### config.mk
export PLATFORM = sky130hd
export DESIGN_NAME = vga_aux_control_regs
export DESIGN_NICKNAME = d
export VERILOG_FILES = /design/src/vga_pkg.sv /design/src/vga_aux_control_regs.sv
export SDC_FILE = /design/constraint.sdc
export NUM_CORES = 1
export LEC_CHECK = 0
export BUFFER_PORTS_ARGS = -buffer_cell sky130_fd_sc_hd__buf_2
export CAP_MARGIN = 20
export CORE_MARGIN = 10
export CORE_UTILIZATION = 30
export DETAILED_ROUTE_END_ITERATION = 8
export GPL_ROUTABILITY_DRIVEN = 0
export SYNTH_ARGS = -nofsm -noshare
export SYNTH_HDL_FRONTEND = slang
export SYNTH_SLANG_ARGS = --single-unit
### constraint.sdc
create_clock -name clk_sys -period 2.1 [get_ports clk_sys]
set_input_delay 0.42 -clock clk_sys [delete_from_list [all_inputs] [get_ports clk_sys]]
set_output_delay 0.42 -clock clk_sys [all_outputs]
set_load 0.01 [all_outputs]
### src/vga_pkg.sv
/*
  Constants for the auxiliary control register bank of the transmit VGA:
  register offsets, field positions, reset values and serial frame sizes.
  Assumes a 9-bit register address taken from the serial instruction word.
*/
`default_nettype none
package vga_pkg;
  // --------------------------------------------------------------------
  // Register offsets
  // --------------------------------------------------------------------
  localparam logic [8:0] OFS_BIAS = 9'h0_119;
  localparam logic [8:0] OFS_EN = 9'h0_11A;
  localparam logic [8:0] OFS_LIN = 9'h0_11B;
  localparam logic [8:0] OFS_MON = 9'h0_120;
  localparam logic [8:0] OFS_RBK = 9'h0_121;
  localparam logic [8:0] OFS_CONV = 9'h0_127;
  localparam logic [8:0] OFS_DONE = 9'h0_128;
  localparam logic [8:0] OFS_RES = 9'h0_129;
  localparam logic [8:0] OFS_VVA_LO = 9'h0_146;
  localparam logic [8:0] OFS_VVA_HI = 9'h0_147;
  localparam logic [8:0] OFS_STEP = 9'h0_148;
  // --------------------------------------------------------------------
  // Reset values and writable-bit masks
  // --------------------------------------------------------------------
  localparam logic [7:0] RST_ZERO = 8'h00;
  localparam logic [7:0] RST_MON = 8'h20;
  localparam logic [7:0] MSK_BIAS = 8'h9F;
  localparam logic [7:0] MSK_EN = 8'h81;
  localparam logic [7:0] MSK_ALL = 8'hFF;
  localparam logic [7:0] MSK_RBK = 8'h1F;
  localparam logic [7:0] MSK_CONV = 8'h37;
  // --------------------------------------------------------------------
  // Field positions
  // --------------------------------------------------------------------
  localparam int BIT_OVR = 7;
  localparam int BIT_AMP_ON = 0;
  localparam int BIT_TSEL = 4;
  localparam int BIT_CVSEL = 3;
  localparam int BIT_LVL = 4;
  localparam int BIT_DIVEN = 5;
  localparam int BIT_SRC = 4;
  // --------------------------------------------------------------------
  // Converter clock ratio codes
  // --------------------------------------------------------------------
  localparam logic [2:0] CLKR_FULL = 3'h1;
  localparam logic [2:0] CLKR_QUARTER = 3'h3;
  // --------------------------------------------------------------------
  // Serial frame: 16-bit instruction then 8 data bits
  // --------------------------------------------------------------------
  localparam logic [4:0] CNT_INSTR_LAST = 5'h0F;
  localparam logic [4:0] CNT_DATA_LAST = 5'h17;
  typedef enum logic [1:0] {
    VGA_IDLE = 2'b00,
    VGA_INSTR = 2'b01,
    VGA_DATA = 2'b11,
    VGA_TAIL = 2'b10
  } vga_phase_e;
endpackage
`default_nettype wire

### src/vga_aux_control_regs.sv
/*
  Auxiliary control register bank of the transmit VGA, reached over the
  4-wire serial port, with the converter clock divided from the serial
  clock. Assumes all pins are synchronous to clk_sys and that the serial
  clock runs well below half of clk_sys.
*/
// How it works
// - With transmit enable high and bit 7 of 0x11A set, amplifier 2 follows bit 0 of 0x11A.
// - Bit 7 of 0x11A makes the register enable replace the fused one.
// - Bias trim register holds trim, select and fuse bypass bits.
// - Bits [1:0] of 0x11B give the linearity trim mode 0 to 3.
// - Bits [6:4] of monitor select choose third mux input, reset 2.
// - Bit 3 routes temperature voltage or attenuator control to converter.
// - Bits [2:0] choose the monitor output source.
// - Bit 5 of converter control enables the converter clock divider.
// - Converter clock comes from the serial clock when bit 4 is 0.
// - Bits [2:0] divide the serial clock by 2, 1, 2 or 4.
// - End of conversion is read-only bit 0 at 0x128, reset 0.
// - The 8-bit temperature result reads at 0x129.
// - The active 12-bit attenuator setting reads at 0x146 and 0x147.
// - The active step attenuator setting reads in [5:0] at 0x148.
// - With transmit enable low, a separate enable set governs amplifier 2.
// - Attenuator readback comes from the 12-bit variable_attenuator_setting input; writes to it are ignored.
`default_nettype none
module vga_aux_control_regs #(
  parameter int RESULT_W = 8
) (
  input wire logic clk_sys,
  input wire logic nrst,
  input wire logic sclk,
  input wire logic cs_n,
  input wire logic sdi,
  output logic sdo,
  output logic sdo_oe,
  input wire logic transmit_enable_pin,
  input wire logic amp2_on_tx_low,
  input wire logic fuse_amp2_on,
  input wire logic [3:0] fuse_amp2_bias_trim,
  input wire logic res_valid,
  input wire logic [RESULT_W-1:0] res_data,
  input wire logic [11:0] variable_attenuator_setting,
  input wire logic [5:0] step_attenuator_setting,
  output logic second_amp_on,
  output logic [3:0] second_amp_bias_trim,
  output logic second_amp_bias_trim_select,
  output logic [1:0] second_amp_linearity_trim,
  output logic [2:0] monitor_third_selector,
  output logic converter_input_selector,
  output logic [2:0] monitor_output_selector,
  output logic [3:0] external_monitor_field,
  output logic readback_level_select,
  output logic converter_clock,
  output logic converter_clock_on
);
  // --------------------------------------------------------------------
  // Elaboration check
  // --------------------------------------------------------------------
  generate
    if (RESULT_W != 8) begin : g_bad_width
      $error("Result width must be 8");
    end
  endgenerate

  // --------------------------------------------------------------------
  // State
  // --------------------------------------------------------------------
  typedef struct packed {
    vga_pkg::vga_phase_e phase;
    logic [4:0] cnt;
    logic [15:0] sh;
    logic [8:0] addr;
    logic rd_op;
    logic [7:0] rd_sh;
    logic sclk_q;
    logic sdo;
    logic sdo_oe;
    logic [7:0] bias;
    logic [7:0] en;
    logic [7:0] lin;
    logic [7:0] mon;
    logic [7:0] rbk;
    logic [7:0] conv;
    logic done;
    logic [7:0] res;
    logic [11:0] variable_attenuator;
    logic [5:0] step;
    logic div_cnt;
    logic cclk;
    logic amp_on;
    logic [3:0] trim;
  } vga_state_s;

  vga_state_s st_ff;
  vga_state_s nxt_st;
  logic rise;
  logic fall;
  logic [8:0] a;
  logic [7:0] wd;
  logic rd_clr;

  // Read multiplexer; unmapped addresses read as zero
  function automatic logic [7:0] rd_mux(input vga_state_s s,
                                        input logic [8:0] ad);
    unique case (ad)
      vga_pkg::OFS_BIAS: rd_mux = s.bias;
      vga_pkg::OFS_EN: rd_mux = s.en;
      vga_pkg::OFS_LIN: rd_mux = s.lin;
      vga_pkg::OFS_MON: rd_mux = s.mon;
      vga_pkg::OFS_RBK: rd_mux = s.rbk;
      vga_pkg::OFS_CONV: rd_mux = s.conv;
      vga_pkg::OFS_DONE: rd_mux = {7'h00, s.done};
      vga_pkg::OFS_RES: rd_mux = s.res;
      vga_pkg::OFS_VVA_LO: rd_mux = s.variable_attenuator[7:0];
      vga_pkg::OFS_VVA_HI: rd_mux = {4'h0, s.variable_attenuator[11:8]};
      vga_pkg::OFS_STEP: rd_mux = {2'h0, s.step};
      default: rd_mux = vga_pkg::RST_ZERO;
    endcase
  endfunction

  // --------------------------------------------------------------------
  // Next-state logic
  // --------------------------------------------------------------------
  always_comb begin
    nxt_st = st_ff;
    rise = sclk & ~st_ff.sclk_q;
    fall = ~sclk & st_ff.sclk_q;
    a = {st_ff.sh[7:0], sdi};
    wd = {st_ff.sh[6:0], sdi};
    nxt_st.sclk_q = sclk;
    // Serial frame: instruction, then one data byte; extra bits ignored
    if (cs_n) begin
      nxt_st.phase = vga_pkg::VGA_IDLE;
      nxt_st.cnt = 5'h00;
      nxt_st.sdo_oe = 1'b0;
      nxt_st.sdo = 1'b0;
    end else begin
      if (st_ff.phase == vga_pkg::VGA_IDLE) begin
        nxt_st.phase = vga_pkg::VGA_INSTR;
      end
      if (rise && st_ff.phase != vga_pkg::VGA_TAIL) begin
        nxt_st.sh = {st_ff.sh[14:0], sdi};
        nxt_st.cnt = st_ff.cnt + 5'h01;
        if (st_ff.cnt == vga_pkg::CNT_INSTR_LAST) begin
          nxt_st.phase = vga_pkg::VGA_DATA;
          nxt_st.rd_op = st_ff.sh[14];
          nxt_st.addr = a;
          nxt_st.rd_sh = rd_mux(st_ff, a);
        end
        if (st_ff.cnt == vga_pkg::CNT_DATA_LAST) begin
          nxt_st.phase = vga_pkg::VGA_TAIL;
          // unused codes
          // Writes land masked; read-only bits keep their value
          if (!st_ff.rd_op) begin
            unique case (st_ff.addr)
              vga_pkg::OFS_BIAS: nxt_st.bias = wd & vga_pkg::MSK_BIAS;
              vga_pkg::OFS_EN: nxt_st.en = wd & vga_pkg::MSK_EN;
              vga_pkg::OFS_LIN: nxt_st.lin = wd & vga_pkg::MSK_ALL;
              vga_pkg::OFS_MON: nxt_st.mon = wd & vga_pkg::MSK_ALL;
              vga_pkg::OFS_RBK: nxt_st.rbk = wd & vga_pkg::MSK_RBK;
              vga_pkg::OFS_CONV: nxt_st.conv = wd & vga_pkg::MSK_CONV;
              default: nxt_st.conv = st_ff.conv;
            endcase
          end
        end
      end
      // Read data leaves on falling edges so the host samples on rising
      if (fall && st_ff.phase == vga_pkg::VGA_DATA && st_ff.rd_op) begin
        nxt_st.sdo = st_ff.rd_sh[7];
        nxt_st.rd_sh = {st_ff.rd_sh[6:0], 1'b0};
        nxt_st.sdo_oe = 1'b1;
      end
    end
    // done flag
    // Reading the result clears the flag; a new result in that cycle wins
    rd_clr = !cs_n && rise && st_ff.cnt == vga_pkg::CNT_INSTR_LAST &&
             st_ff.sh[14] && a == vga_pkg::OFS_RES;
    if (rd_clr) begin
      nxt_st.done = 1'b0;
    end
    if (res_valid && !nxt_st.done) begin
      nxt_st.done = 1'b1;
      nxt_st.res = res_data;
    end
    nxt_st.variable_attenuator = variable_attenuator_setting;
    nxt_st.step = step_attenuator_setting;
    // serial clock source
    // The unused source code stops the clock rather than guess a source
    if (!st_ff.conv[vga_pkg::BIT_DIVEN] || st_ff.conv[vga_pkg::BIT_SRC]) begin
      nxt_st.cclk = 1'b0;
      nxt_st.div_cnt = 1'b0;
    end else if (st_ff.conv[2:0] == vga_pkg::CLKR_FULL) begin
      nxt_st.cclk = sclk;
    end else if (rise) begin
      if (st_ff.conv[2:0] == vga_pkg::CLKR_QUARTER) begin
        nxt_st.div_cnt = ~st_ff.div_cnt;
        nxt_st.cclk = st_ff.cclk ^ st_ff.div_cnt;
      end else begin
        nxt_st.cclk = ~st_ff.cclk;
      end
    end
    if (!transmit_enable_pin) begin
      nxt_st.amp_on = amp2_on_tx_low;
    end else if (st_ff.en[vga_pkg::BIT_OVR]) begin
      nxt_st.amp_on = st_ff.en[vga_pkg::BIT_AMP_ON];
    end else begin
      nxt_st.amp_on = fuse_amp2_on;
    end
    nxt_st.trim = st_ff.bias[vga_pkg::BIT_OVR] ? st_ff.bias[3:0]
                                               : fuse_amp2_bias_trim;
  end

  // --------------------------------------------------------------------
  // State register
  // --------------------------------------------------------------------
  always_ff @(posedge clk_sys) begin
    if (!nrst) begin
      st_ff <= '0;
      st_ff.phase <= vga_pkg::VGA_IDLE;
      st_ff.sclk_q <= 1'b0;
      st_ff.mon <= vga_pkg::RST_MON;
    end else begin
      st_ff <= nxt_st;
    end
  end

  // --------------------------------------------------------------------
  // Outputs, all straight from state flops
  // --------------------------------------------------------------------
  assign sdo = st_ff.sdo;
  assign sdo_oe = st_ff.sdo_oe;
  assign second_amp_on = st_ff.amp_on;
  assign second_amp_bias_trim = st_ff.trim;
  assign second_amp_bias_trim_select = st_ff.bias[vga_pkg::BIT_TSEL];
  assign second_amp_linearity_trim = st_ff.lin[1:0];
  assign monitor_third_selector = st_ff.mon[6:4];
  assign converter_input_selector = st_ff.mon[vga_pkg::BIT_CVSEL];
  assign monitor_output_selector = st_ff.mon[2:0];
  assign external_monitor_field = st_ff.rbk[3:0];
  assign readback_level_select = st_ff.rbk[vga_pkg::BIT_LVL];
  assign converter_clock = st_ff.cclk;
  assign converter_clock_on = st_ff.conv[vga_pkg::BIT_DIVEN];
endmodule
`default_nettype wire

## Word-level counts from Yosys, hierarchy flattened

Index checks and enable logic that the tools add are counted.

- Input bits: 39
- Logic and storage cells: 101
- Register bits: 112
- Output and inout port bits: 24

- Multiplexer cells: 15
- Reductions and logical operators: 28
- Eq/ne operators: 23
- $add $sub $neg: 1
- Bitwise gates (word level): 11

Operator list:

| operator | count |
|---|---|
| $eq 9x9->1 const B | 17 |
| $pmux 8 s11 | 1 |
| $mux 41 | 1 |
| $reduce_and 5->1 | 6 |
| $mux 18 | 1 |
| $mux 9 | 1 |
| $reduce_and 3->1 | 3 |
| $logic_and 1x1->1 | 8 |
| $mux 8 | 1 |
| $not 1->1 | 8 |
| $mux 1 | 6 |
| $mux 2 | 3 |
| $reduce_bool 2->1 | 3 |
| $add 5x1->5 const B | 1 |
| $eq 5x4->1 const B | 1 |
| $eq 5x5->1 const B | 1 |
| $mux 4 | 1 |
| $reduce_or 2->1 | 2 |
| $eq 3x1->1 const B | 1 |
| $eq 3x2->1 const B | 1 |
| $logic_not 1->1 | 3 |
| $and 1x1->1 | 2 |
| $eq 2x2->1 const B | 1 |
| $logic_not 2->1 | 1 |
| 4 further kinds | 4 |

## Logic depth before layout (Yosys ltp)

Gate-level depths: netlist (run 1).

- Depth after elaboration: 10
- Depth in mapped cells: 8
- Depth with buffers taken out: 7

## Worst setup path before layout (run 1)

OpenSTA, ideal clock, no wires.

- Path type: input to register
- Start: input port cs_n
- End: register st_ff (netlist bit monitor_third_selector[1])
- Library setup time: 0.125 ns
- Data required time: 1.975 ns
- Path slack: 0.098 ns
- Cell stages on the path: 6
- Arrival: 1.877 ns
- Cell sequence: or3b_4 nor4b_4 and3b_1 buf_6 mux2i_1 nand2_1

- Cells in the longest elaborated chain, start to end: 2

Ends and longest elaborated chain:

| item | line | RTL |
|---|---|---|
| from (decl) | vga_aux_control_regs.sv:31 | `input wire logic cs_n,` |
| $not 1->1 (no line) | -- |  |
| $reduce_and 5->1 (no line) | -- |  |
| to (signal assigned) | vga_aux_control_regs.sv:222 | `st_ff <= nxt_st;` |
| to (decl) | vga_aux_control_regs.sv:93 | `vga_state_s st_ff;` |

No other way between the ends.
A chain may end at the register's enable or synchronous reset.

## Final worst setup path (run 1)

- Start: register st_ff[84] (netlist bit)
- End: register st_ff (netlist bit second_amp_linearity_trim[1])

- Cells in the longest elaborated chain, start to end: 4

Ends and longest elaborated chain:

| item | line | RTL |
|---|---|---|
| $not 1->1 | vga_aux_control_regs.sv:125 | `rise = sclk & ~st_ff.sclk_q;` |
| $and 1x1->1 | vga_aux_control_regs.sv:125 |  |
| $logic_and 1x1->1 | vga_aux_control_regs.sv:140 | `if (rise && st_ff.phase != vga_pkg::VGA_TAIL) begin` |
| $reduce_and 5->1 (no line) | -- |  |

No other way between the ends.

==> results.py, run 1 <==
metrics = {
    "run_status": {
        "status": "finished clean",
    },
    "synthesis": {
        "synthesis.nets": 607,
        "synthFlopType": "dfxtp_1",
        "async_flop_share_pct": 0,
        "avgSynthCellArea_um2": 9.220,
        "ys_seq_elements": 111,
        "yosys.area.top_type_share_pct": 42.58,
        "synth_area_leaders": "dfxtp_1, mux2i_1, nor2b_1",
        "syn-cell-area_mm2": 0.005219,
        "synth_top_cell_by_area": "dfxtp_1",
        "synthCells": 566,
        "synth_enable_flop_cells": 0,
        "synth_cell_types": 56,
        "ys_seq_area_share_pct": 42.58,
        "ys_warn_count": 0,
    },
    "placed_design": {
        "hpwlAfterDp_um": 10370,
        "io_buffers": 62,
        "placed_area_mm2": 0.005762,
        "place_inst": 828,
        "dp_slack_ps": -104.3,
    },
    "floorplan": {
        "die_y_um": 151.9,
        "rows": 48,
        "die-area_mm2": 0.02307,
        "start_util_pct": 30.38,
        "die_w_um": 151.9,
        "core_mm2": 0.01718,
        "ioPinCount": 63,
    },
    "route": {
        "drt_iter0_drc": 319,
        "drcViolationCount": 0,
        "routed-via-count": 4076,
        "via_per_inst": 4.812,
        "antenna_left": 0,
        "wl_per_cell_um": 16.27,
        "wirelength_um": 13780,
        "drt_pass1_iterations": 4,
    },
    "final_layout": {
        "final_area_mm2": 0.006147,
        "drive_above_1_share_pct": 21.86,
        "syn2layout_area_growth_pct": 17.79,
        "layout_common_cells": "dfxtp_1, nand2_1, mux2i_1",
        "multi_input_comb_area_mm2": 0.002710,
        "nets": 658,
        "seqCellArea_mm2": 0.002227,
        "final_common_cell": "dfxtp_1",
        "diodes": 0,
        "filler_cell_count": 1836,
        "final_cells": 847,
    },
    "sta": {
        "timing.fmax_mhz": 502.8,
        "hold_viol": 0,
        "skew_ps": 8.917,
        "slew_headroom_pct": 66.19,
        "finalCritPeriodShare_pct": 94.70,
        "slew_violations": 0,
        "tightest_slew_ps": 505.2,
        "finalCriticalPeriod_ps": 1989,
        "finalSetupViolCount": 0,
        "setup_slack_ps": 111.3,
    },
    "cts": {
        "clkTransAtPathRegs_ps": 80,
        "insertion_delay_ps": 350,
        "holdBufCountCts": 0,
        "cts_tree": "built",
        "htree_levels": 3,
        "root_buffer": "clkbuf_16",
        "cts_sinks": 111,
        "clockBufferDepth": 2,
        "numCtsBuffers": 9,
    },
    "grt": {
        "grt_use_total_pct": 11.81,
        "grt_pass1_vias": 4036,
        "grt_max_degree": 41,
        "grt_pass1_wl_um": 22230,
        "overflow": 0,
        "antenna_found_initial": 1,
    },
    "setup_path": {
        "path_class": "flop to flop",
        "crit_chain": "or3b_4 -> nor4b_4 -> buf_4 -> nand4_4 -> mux2i_1 -> nor2b_1",
        "worstPathArrival_ps": 2230,
        "cp_slowest_cell": "or3b_4",
        "critPathCaptureType": "flop",
        "worstPathRequired_ps": 2340,
        "crit_path_start_kind": "flop",
        "max_stage_delay_ps": 450,
        "cp_max_fo": 8,
    },
    "min_path": {
        "hold_path_class": "input port to flop",
    },
    "flow_run": {
        "cap_violations": 0,
    },
    "power_and_ir_drop": {
        "total_power_w": 0.004228,
        "vdd_ir_drop_max_mv": 0.4180,
        "leakage_nw": 2.507,
        "power.density_mw_per_mm2": 687.9,
    },
}
-- worst max-delay path: cells and delay by family, from the launching register on --
| kind | cells | cell delay, ps |
|---|---|---|
| flip-flops | 1 | 340 |
| multiplexers | 1 | 230 |
| AND/OR/NAND/NOR | 4 | 1100 |
| buffers and inverters | 1 | 220 |
-- layer usage --
metal | GRT usage, % | routed length [um]
met5 | 0 | 0
met1 | 15.34 | 6439
met2 | 18.35 | 6361
met4 | 3.897 | 280
met3 | 3.359 | 697
-- flip-flops by register name, indices dropped and copies added, names as in the netlist, 2 cells and up --
signal,flops
monitor_output_selector,3
st_ff,79
second_amp_linearity_trim,2
second_amp_bias_trim,4
external_monitor_field,4
monitor_third_selector,3
a,8
-- what timing repair did --
item / 4_1_cts / 5_1_grt
endpoints found under the setup margin: 1 / 36
pin swaps: 0 / 2
gates resized for setup: 1 / 12
setup buffers: 0 / 3
-- final timing paths --
| path | start | endpoint | slack [ps] | cells past startpoint |
|---|---|---|---|---|
| max | st_ff[84] | second_amp_linearity_trim[1] | 110 | 6 |
| min | variable_attenuator_setting[10] | st_ff[23] | 270 | 2 |
| max reg2reg | st_ff[84] | second_amp_linearity_trim[1] | 110 | 6 |
| min reg2reg | st_ff[92] | sdo | 460 | 2 |
-- metrics by stage --
step,TNS [ps],utilization [%],hold slack [ps]
after floorplan,0,-,428.7
after global placement,-923.5,33.54,443.3
after detailed placement,-1330,33.54,449.1
after CTS,0,35.43,257.0
after global routing,-25.03,35.79,266.6
final,0,35.79,268.0
-- cells in the mapped netlist, types with 2 or more instances --
library cell	count
nand4b_1	2
dfxtp_1	111
o22ai_1	6
nor4b_1	2
o2bb2ai_1	3
clkbuf_1	23
nor4b_2	2
o311ai_0	3
a211oi_1	5
nor4_1	2
nand2_1	66
inv_1	2
a21boi_0	15
a2111oi_0	3
and3_1	4
o21a_1	2
and3b_1	3
xor2_1	3
nor2_1	17
a22oi_1	5
nand2b_1	5
nor2b_1	58
nand4_1	9
nand3_2	2
mux2i_1	64
nand3_1	21
and4b_1	4
buf_4	23
ha_1	2
o21ai_0	12
o211ai_1	3
buf_1	5
nor3_1	3
a21oi_1	26
buf_2	5
mux2_2	4
and2_1	21
nand3b_1	2
-- final cells by class --
type                       instances  area share, %
clock buffer                       9          3.664
clock inverter                     7          1.588
inverter                           2         0.1221
multi-input combinational        396          44.09
sequential                       111          36.23
tap                              225          4.580
timing repair buffer              97          9.729
-- logic make-up after synthesis --
family / synth area share [%]
simple gates: 25.75
buf+inv: 6.162
fa+ha+maj: 0.4794
compound gates: 11.22
mux: 13.14
xor+xnor: 0.6714
flops: 42.58
-- where the power goes --
group / switching, W / internal (W)
logic: 0.000119 / 0.000106
registers: 0.0000207 / 0.00214
clock network: 0.000791 / 0.00105
total: 0.000931 / 0.00330
(Power assumes the default switching activity.)
==> run 2: changes to the inputs <==
--- a/config.mk
+++ b/config.mk
@@ -7,6 +7,7 @@
 export LEC_CHECK = 0
 export BUFFER_PORTS_ARGS = -buffer_cell sky130_fd_sc_hd__buf_2
 export CAP_MARGIN = 20
+export CORE_ASPECT_RATIO = 0.5
 export CORE_MARGIN = 10
 export CORE_UTILIZATION = 30
 export DETAILED_ROUTE_END_ITERATION = 8
==> results.py, run 2 (synthesis results as in run 1) <==
metrics = {
    "placed_design": {
        "dp_slack_ps": -102.7,
        "placed_area_mm2": 0.005797,
        "hpwlAfterDp_um": 10480,
        "place_inst": 831,
        "io_buffers": 62,
    },
    "sta": {
        "tightest_slew_ps": 536.8,
        "slew_headroom_pct": 63.76,
        "slew_violations": 0,
        "hold_viol": 0,
        "setup-tns-final_ps": 0,
        "setup_slack_ps": 106.3,
        "finalCriticalPeriod_ps": 1994,
        "timing.fmax_mhz": 501.6,
        "skew_ps": 9.462,
        "finalCritPeriodShare_pct": 94.94,
        "finalSetupViolCount": 0,
    },
    "final_layout": {
        "multi_input_comb_area_mm2": 0.002714,
        "drive_above_1_share_pct": 21.70,
        "final_area_mm2": 0.006136,
        "largest_reg_flops": 79,
        "largest_register": "st_ff",
        "filler_cell_count": 1706,
        "layout_common_cells": "dfxtp_1, nand2_1, mux2i_1",
        "syn2layout_area_growth_pct": 17.57,
        "nets": 658,
        "final_common_cell": "dfxtp_1",
        "final_cells": 851,
        "utilization_pct": 36.69,
        "seqCellArea_mm2": 0.002226,
    },
    "power_and_ir_drop": {
        "p_comb_share_pct": 5.8,
        "clkPwrFrac_pct": 39.9,
        "p_int_w": 0.003068,
        "vdd_ir_drop_max_mv": 0.4125,
        "p_seq_share_pct": 54.3,
        "power.density_mw_per_mm2": 651.0,
        "sw_frac_of_total_pct": 23.18,
        "p_switching_w": 0.0009258,
        "leakage_nw": 2.502,
    },
    "setup_path": {
        "crit_family": "compound AO/OA/AOI/OAI gates",
        "crit_chain": "ha_2 -> and3_4 -> ha_4 -> nand2_1 -> o41a_1 -> nor2b_1 -> buf_6 -> mux2i_1",
        "cp_max_fo": 8,
        "max_stage_delay_ps": 440,
        "critPathCaptureType": "flop",
        "r2r_slack_ps": 110,
        "path_class": "flop to flop",
        "crit_buf_inv": 1,
        "cp_slowest_cell": "o41a_1",
        "crit_path_start_kind": "flop",
        "worstPathRequired_ps": 2380,
        "worstPathArrival_ps": 2270,
    },
    "flow_run": {
        "cap_violations": 0,
    },
    "cts": {
        "cts_tree": "built",
        "htree_levels": 3,
        "clkTransAtPathRegs_ps": 70,
        "numCtsBuffers": 9,
        "insertion_delay_ps": 350,
        "clockBufferDepth": 2,
        "root_buffer": "clkbuf_16",
        "cts_sinks": 111,
    },
    "floorplan": {
        "rows": 33,
        "die_w_um": 206.5,
        "start_util_pct": 31.21,
        "core_mm2": 0.01672,
        "die_y_um": 113.3,
        "die-area_mm2": 0.02339,
        "ioPinCount": 63,
    },
    "route": {
        "via_per_inst": 4.798,
        "drt_pass1_iterations": 5,
        "routed-via-count": 4083,
        "wl_per_cell_um": 16.30,
        "drt_iter0_drc": 387,
        "wirelength_um": 13870,
        "drcViolationCount": 0,
        "antenna_left": 0,
    },
    "grt": {
        "overflow": 0,
        "antenna_found_initial": 1,
        "grt_pass1_vias": 3877,
        "grt_pass1_wl_um": 21720,
        "grt_use_total_pct": 11.77,
        "grt_max_degree": 43,
    },
    "run_status": {
        "status": "finished clean",
    },
    "min_path": {
        "hold_path_class": "input port to flop",
    },
}
-- run 2: changes by cell type in the layout (fill, tap and decap cells not counted), moves of 2 or more --
cell / before / now
buf_12: 2 / 4
buf_4: 33 / 30
bufinv_16: 2 / 0
diode_2: 0 / 2
inv_6: 0 / 2
-- run 2: cell type report --
cell class	instances	share of cell area (%)
Sequential cell	111	36.28
Clock inverter	6	0.7137
Timing Repair Buffer	97	10.22
Multi-Input combinational cell	396	44.23
Antenna cell	2	0.08157
Tap cell	227	4.629
Clock buffer	10	3.732
Inverter	2	0.1223
-- run 2: routing by layer --
layer	global-route usage, %	vias up	wire, um
met5	0	-	0
met1	15.79	1889	6586
li1	-	2067	-
met4	3.625	0	192
met3	3.730	15	1000
met2	17.56	112	6093
-- run 2: metrics by stage --
stage	hold WS [ps]	total power [W]
after global placement	442.2	0.002443
after floorplan	428.7	0.002348
final	267.9	0.003994
after detailed placement	448.6	0.002447
after CTS	263.8	0.004038
after global routing	268.7	0.004145
-- run 2: what timing repair did --
item / in CTS / in global routing
resized for setup: 1 / 14
endpoints found under the setup margin: 1 / 23
endpoints found under the hold margin: 0 / 0
hold buffers: 0 / 0
setup buffers: 0 / 2
pin swaps: 0 / 3
-- run 2: worst paths after layout --
| kind | startpoint | endpoint | depth (start not counted) |
|---|---|---|---|
| worst min register to register | sdo | sdo | 2 |
| worst max register to register | st_ff[119] | st_ff[27] | 8 |
| worst min-delay path | variable_attenuator_setting[8] | st_ff[21] | 2 |
| worst max-delay path | st_ff[119] | st_ff[27] | 8 |
-- run 2: power by group through the flow --
stage | sequential, W | clock (W) | combinational, W
finish | 0.00217 | 0.00159 | 0.000232
global route | 0.00217 | 0.00172 | 0.000259
CTS | 0.00217 | 0.00164 | 0.000232
detailed placement | 0.00222 | 0 | 0.000231
global placement | 0.00222 | 0 | 0.000227
floorplan | 0.00220 | 0 | 0.000143
==> run 3: changes to the inputs <==
--- a/config.mk
+++ b/config.mk
@@ -5,6 +5,7 @@
 export SDC_FILE = /design/constraint.sdc
 export NUM_CORES = 1
 export LEC_CHECK = 0
+export ABC_AREA = 1
 export BUFFER_PORTS_ARGS = -buffer_cell sky130_fd_sc_hd__buf_2
 export CAP_MARGIN = 20
 export CORE_ASPECT_RATIO = 0.5
==> results.py, run 3 <==
metrics = {
    "route": {
        "antenna_left": 0,
        "drcViolationCount": 0,
        "routed-via-count": 4509,
        "wirelength_um": 13580,
        "drt_iter0_drc": 356,
        "drt_pass1_iterations": 5,
        "via_per_inst": 4.668,
        "wl_per_cell_um": 14.06,
    },
    "final_layout": {
        "nets": 781,
        "syn2layout_area_growth_pct": 19.12,
        "largest_register": "st_ff",
        "drive_above_1_share_pct": 17.45,
        "final_common_cell": "dfxtp_1",
        "utilization_pct": 36.99,
        "largest_reg_flops": 79,
        "layout_common_cells": "dfxtp_1, nand2_1, inv_1",
        "filler_cell_count": 1677,
        "final_cells": 966,
        "diodes": 0,
    },
    "setup_path": {
        "path_class": "flop to flop",
        "cp_common_cell": "ha_1",
        "r2r_slack_ps": 170,
        "cp_slowest_cell": "dfxtp_1",
        "worstPathRequired_ps": 2340,
        "worstPathArrival_ps": 2170,
        "critPathCaptureType": "flop",
        "crit_chain": "ha_1 -> inv_1 -> nor3_1 -> ha_1 -> nand4_1 -> o21ai_1 -> nand2_2 -> o21ai_0 -> nor2_1",
        "crit_path_start_kind": "flop",
        "crit_buf_inv": 1,
        "max_stage_delay_ps": 370,
        "crit_family": "simple AND/OR/NAND/NOR gates",
        "cp_max_fo": 9,
    },
    "sta": {
        "hold_viol": 0,
        "finalSetupViolCount": 0,
        "setup_slack_ps": 173.5,
        "finalCriticalPeriod_ps": 1927,
        "setup-tns-final_ps": 0,
        "tightest_slew_ps": 368.1,
        "slew_headroom_pct": 75.37,
        "timing.fmax_mhz": 519.1,
        "skew_ps": 7.016,
        "slew_violations": 0,
        "fin_hold_ws_ps": 249.1,
        "grt_setup_unrepaired": "false",
        "finalCritPeriodShare_pct": 91.74,
    },
    "synthesis": {
        "synthMuxAreaShare_pct": 0,
        "synth-adder-area-share_pct": 0.5148,
        "synthFlopType": "dfxtp_1",
        "synth_commonest_cells": "dfxtp_1, nand2_1, inv_1, o21ai_0, a21oi_1",
        "synth_xor_area_share_pct": 0,
        "synth_most_common_cell": "dfxtp_1",
        "avgSynthCellArea_um2": 7.191,
        "synth_area_leaders": "dfxtp_1, o21ai_0, a21oi_1",
        "synth_top_family_by_area": "simple AND/OR/NAND/NOR gates",
        "ys_seq_area_share_pct": 45.71,
        "ys_seq_elements": 111,
        "syn-cell-area_mm2": 0.004861,
        "ys_warn_count": 0,
        "synthCells": 676,
        "synth-simple-area-share_pct": 22.29,
        "synth_top_cell_by_area": "dfxtp_1",
        "synth_enable_flop_cells": 0,
        "async_flop_share_pct": 0,
        "synth_cell_types": 31,
        "synthesis.nets": 717,
        "yosys.area.top_type_share_pct": 45.71,
        "synth-compound-area-share_pct": 19.64,
    },
    "power_and_ir_drop": {
        "vdd_ir_drop_max_mv": 0.4013,
        "power.density_mw_per_mm2": 714.0,
        "leakage_nw": 2.474,
    },
    "run_status": {
        "status": "finished clean",
    },
    "cts": {
        "clockBufferDepth": 2,
        "numCtsBuffers": 9,
        "insertion_delay_ps": 350,
        "root_buffer": "clkbuf_16",
        "cts_tree": "built",
        "clkTransAtPathRegs_ps": 80,
        "cts_sinks": 111,
        "holdBufCountCts": 0,
        "htree_levels": 3,
    },
    "placed_design": {
        "hpwlAfterDp_um": 10550,
        "place_inst": 950,
        "dp_slack_ps": -14.49,
        "io_buffers": 62,
    },
    "grt": {
        "grt_use_total_pct": 12.49,
        "grt_pass1_wl_um": 21850,
        "antenna_found_initial": 0,
        "grt_pass1_vias": 4206,
        "overflow": 0,
        "grt_max_degree": 39,
    },
    "min_path": {
        "hold_path_class": "input port to flop",
    },
    "floorplan": {
        "start_util_pct": 31.05,
        "die_y_um": 110.0,
        "die-area_mm2": 0.02200,
        "ioPinCount": 63,
        "die_w_um": 200.0,
        "rows": 32,
        "core_mm2": 0.01566,
    },
    "flow_run": {
        "cap_violations": 0,
    },
}
## run 3: cells by family after synthesis
group	Yosys count
AND/OR/NAND/NOR	244
adder cells (fa/ha/maj)	2
buffers and inverters	134
AO/OA/AOI/OAI	185
flip-flops	111
## run 3: power breakdown
group	total, W	switching (W)	internal, W
registers	0.00219	0.0000349	0.00216
logic	0.000280	0.000175	0.000105
clock network	0.00166	0.000832	0.000832
total	0.00413	0.00104	0.00309
## run 3: final timing paths
| kind | from | endpoint | cells after the start |
|---|---|---|---|
| hold reg to reg | st_ff[65] | st_ff[65] | 2 |
| setup reg to reg | st_ff[120] | st_ff[27] | 9 |
| setup / recovery | st_ff[120] | st_ff[27] | 9 |
| hold / removal | step_attenuator_setting[3] | st_ff[10] | 3 |
## run 3: worst reg2reg max path, delay by kind of cell, from the launching register on
kind,cells,cell delay (ps)
adders and majority gates,2,430
AOI/OAI and AO/OA,2,450
and+or+nand+nor,4,530
buffers and inverters,1,50
DFF,1,370
## run 3: per-stage QoR
step                      total power (W)  cell area [um2]
after floorplan                  0.002391             4861
after global placement           0.002512             5479
after detailed placement         0.002516             5479
after CTS                        0.004178             5767
after global routing             0.004323             5791
final                            0.004135             5791
## run 3: final cells by class
| cell class | count | area (um2) | area share [%] |
|---|---|---|---|
| clock buffers | 9 | 225.2 | 3.889 |
| clock inverters | 7 | 62.56 | 1.080 |
| inverters | 95 | 356.6 | 6.158 |
| multi-input cells | 431 | 2086 | 36.02 |
| flip-flops and latches | 111 | 2223 | 38.40 |
| well taps | 221 | 276.5 | 4.775 |
| repair buffers | 92 | 560.5 | 9.680 |
## run 3: repair_timing
action                                  CTS  global route
endpoints found under the setup margin    0            22
gates resized for setup                   0             8
buffers inserted                          0             0
## run 3: routing by layer
layer | vias to the layer above | GRT usage [%] | part of all wire (%)
met3 | 11 | 3.055 | 6.2
met5 | - | 0 | 0
met1 | 2069 | 17.15 | 50
met2 | 106 | 19.02 | 43
li1 | 2323 | - | -
met4 | 0 | 3.757 | 1.2
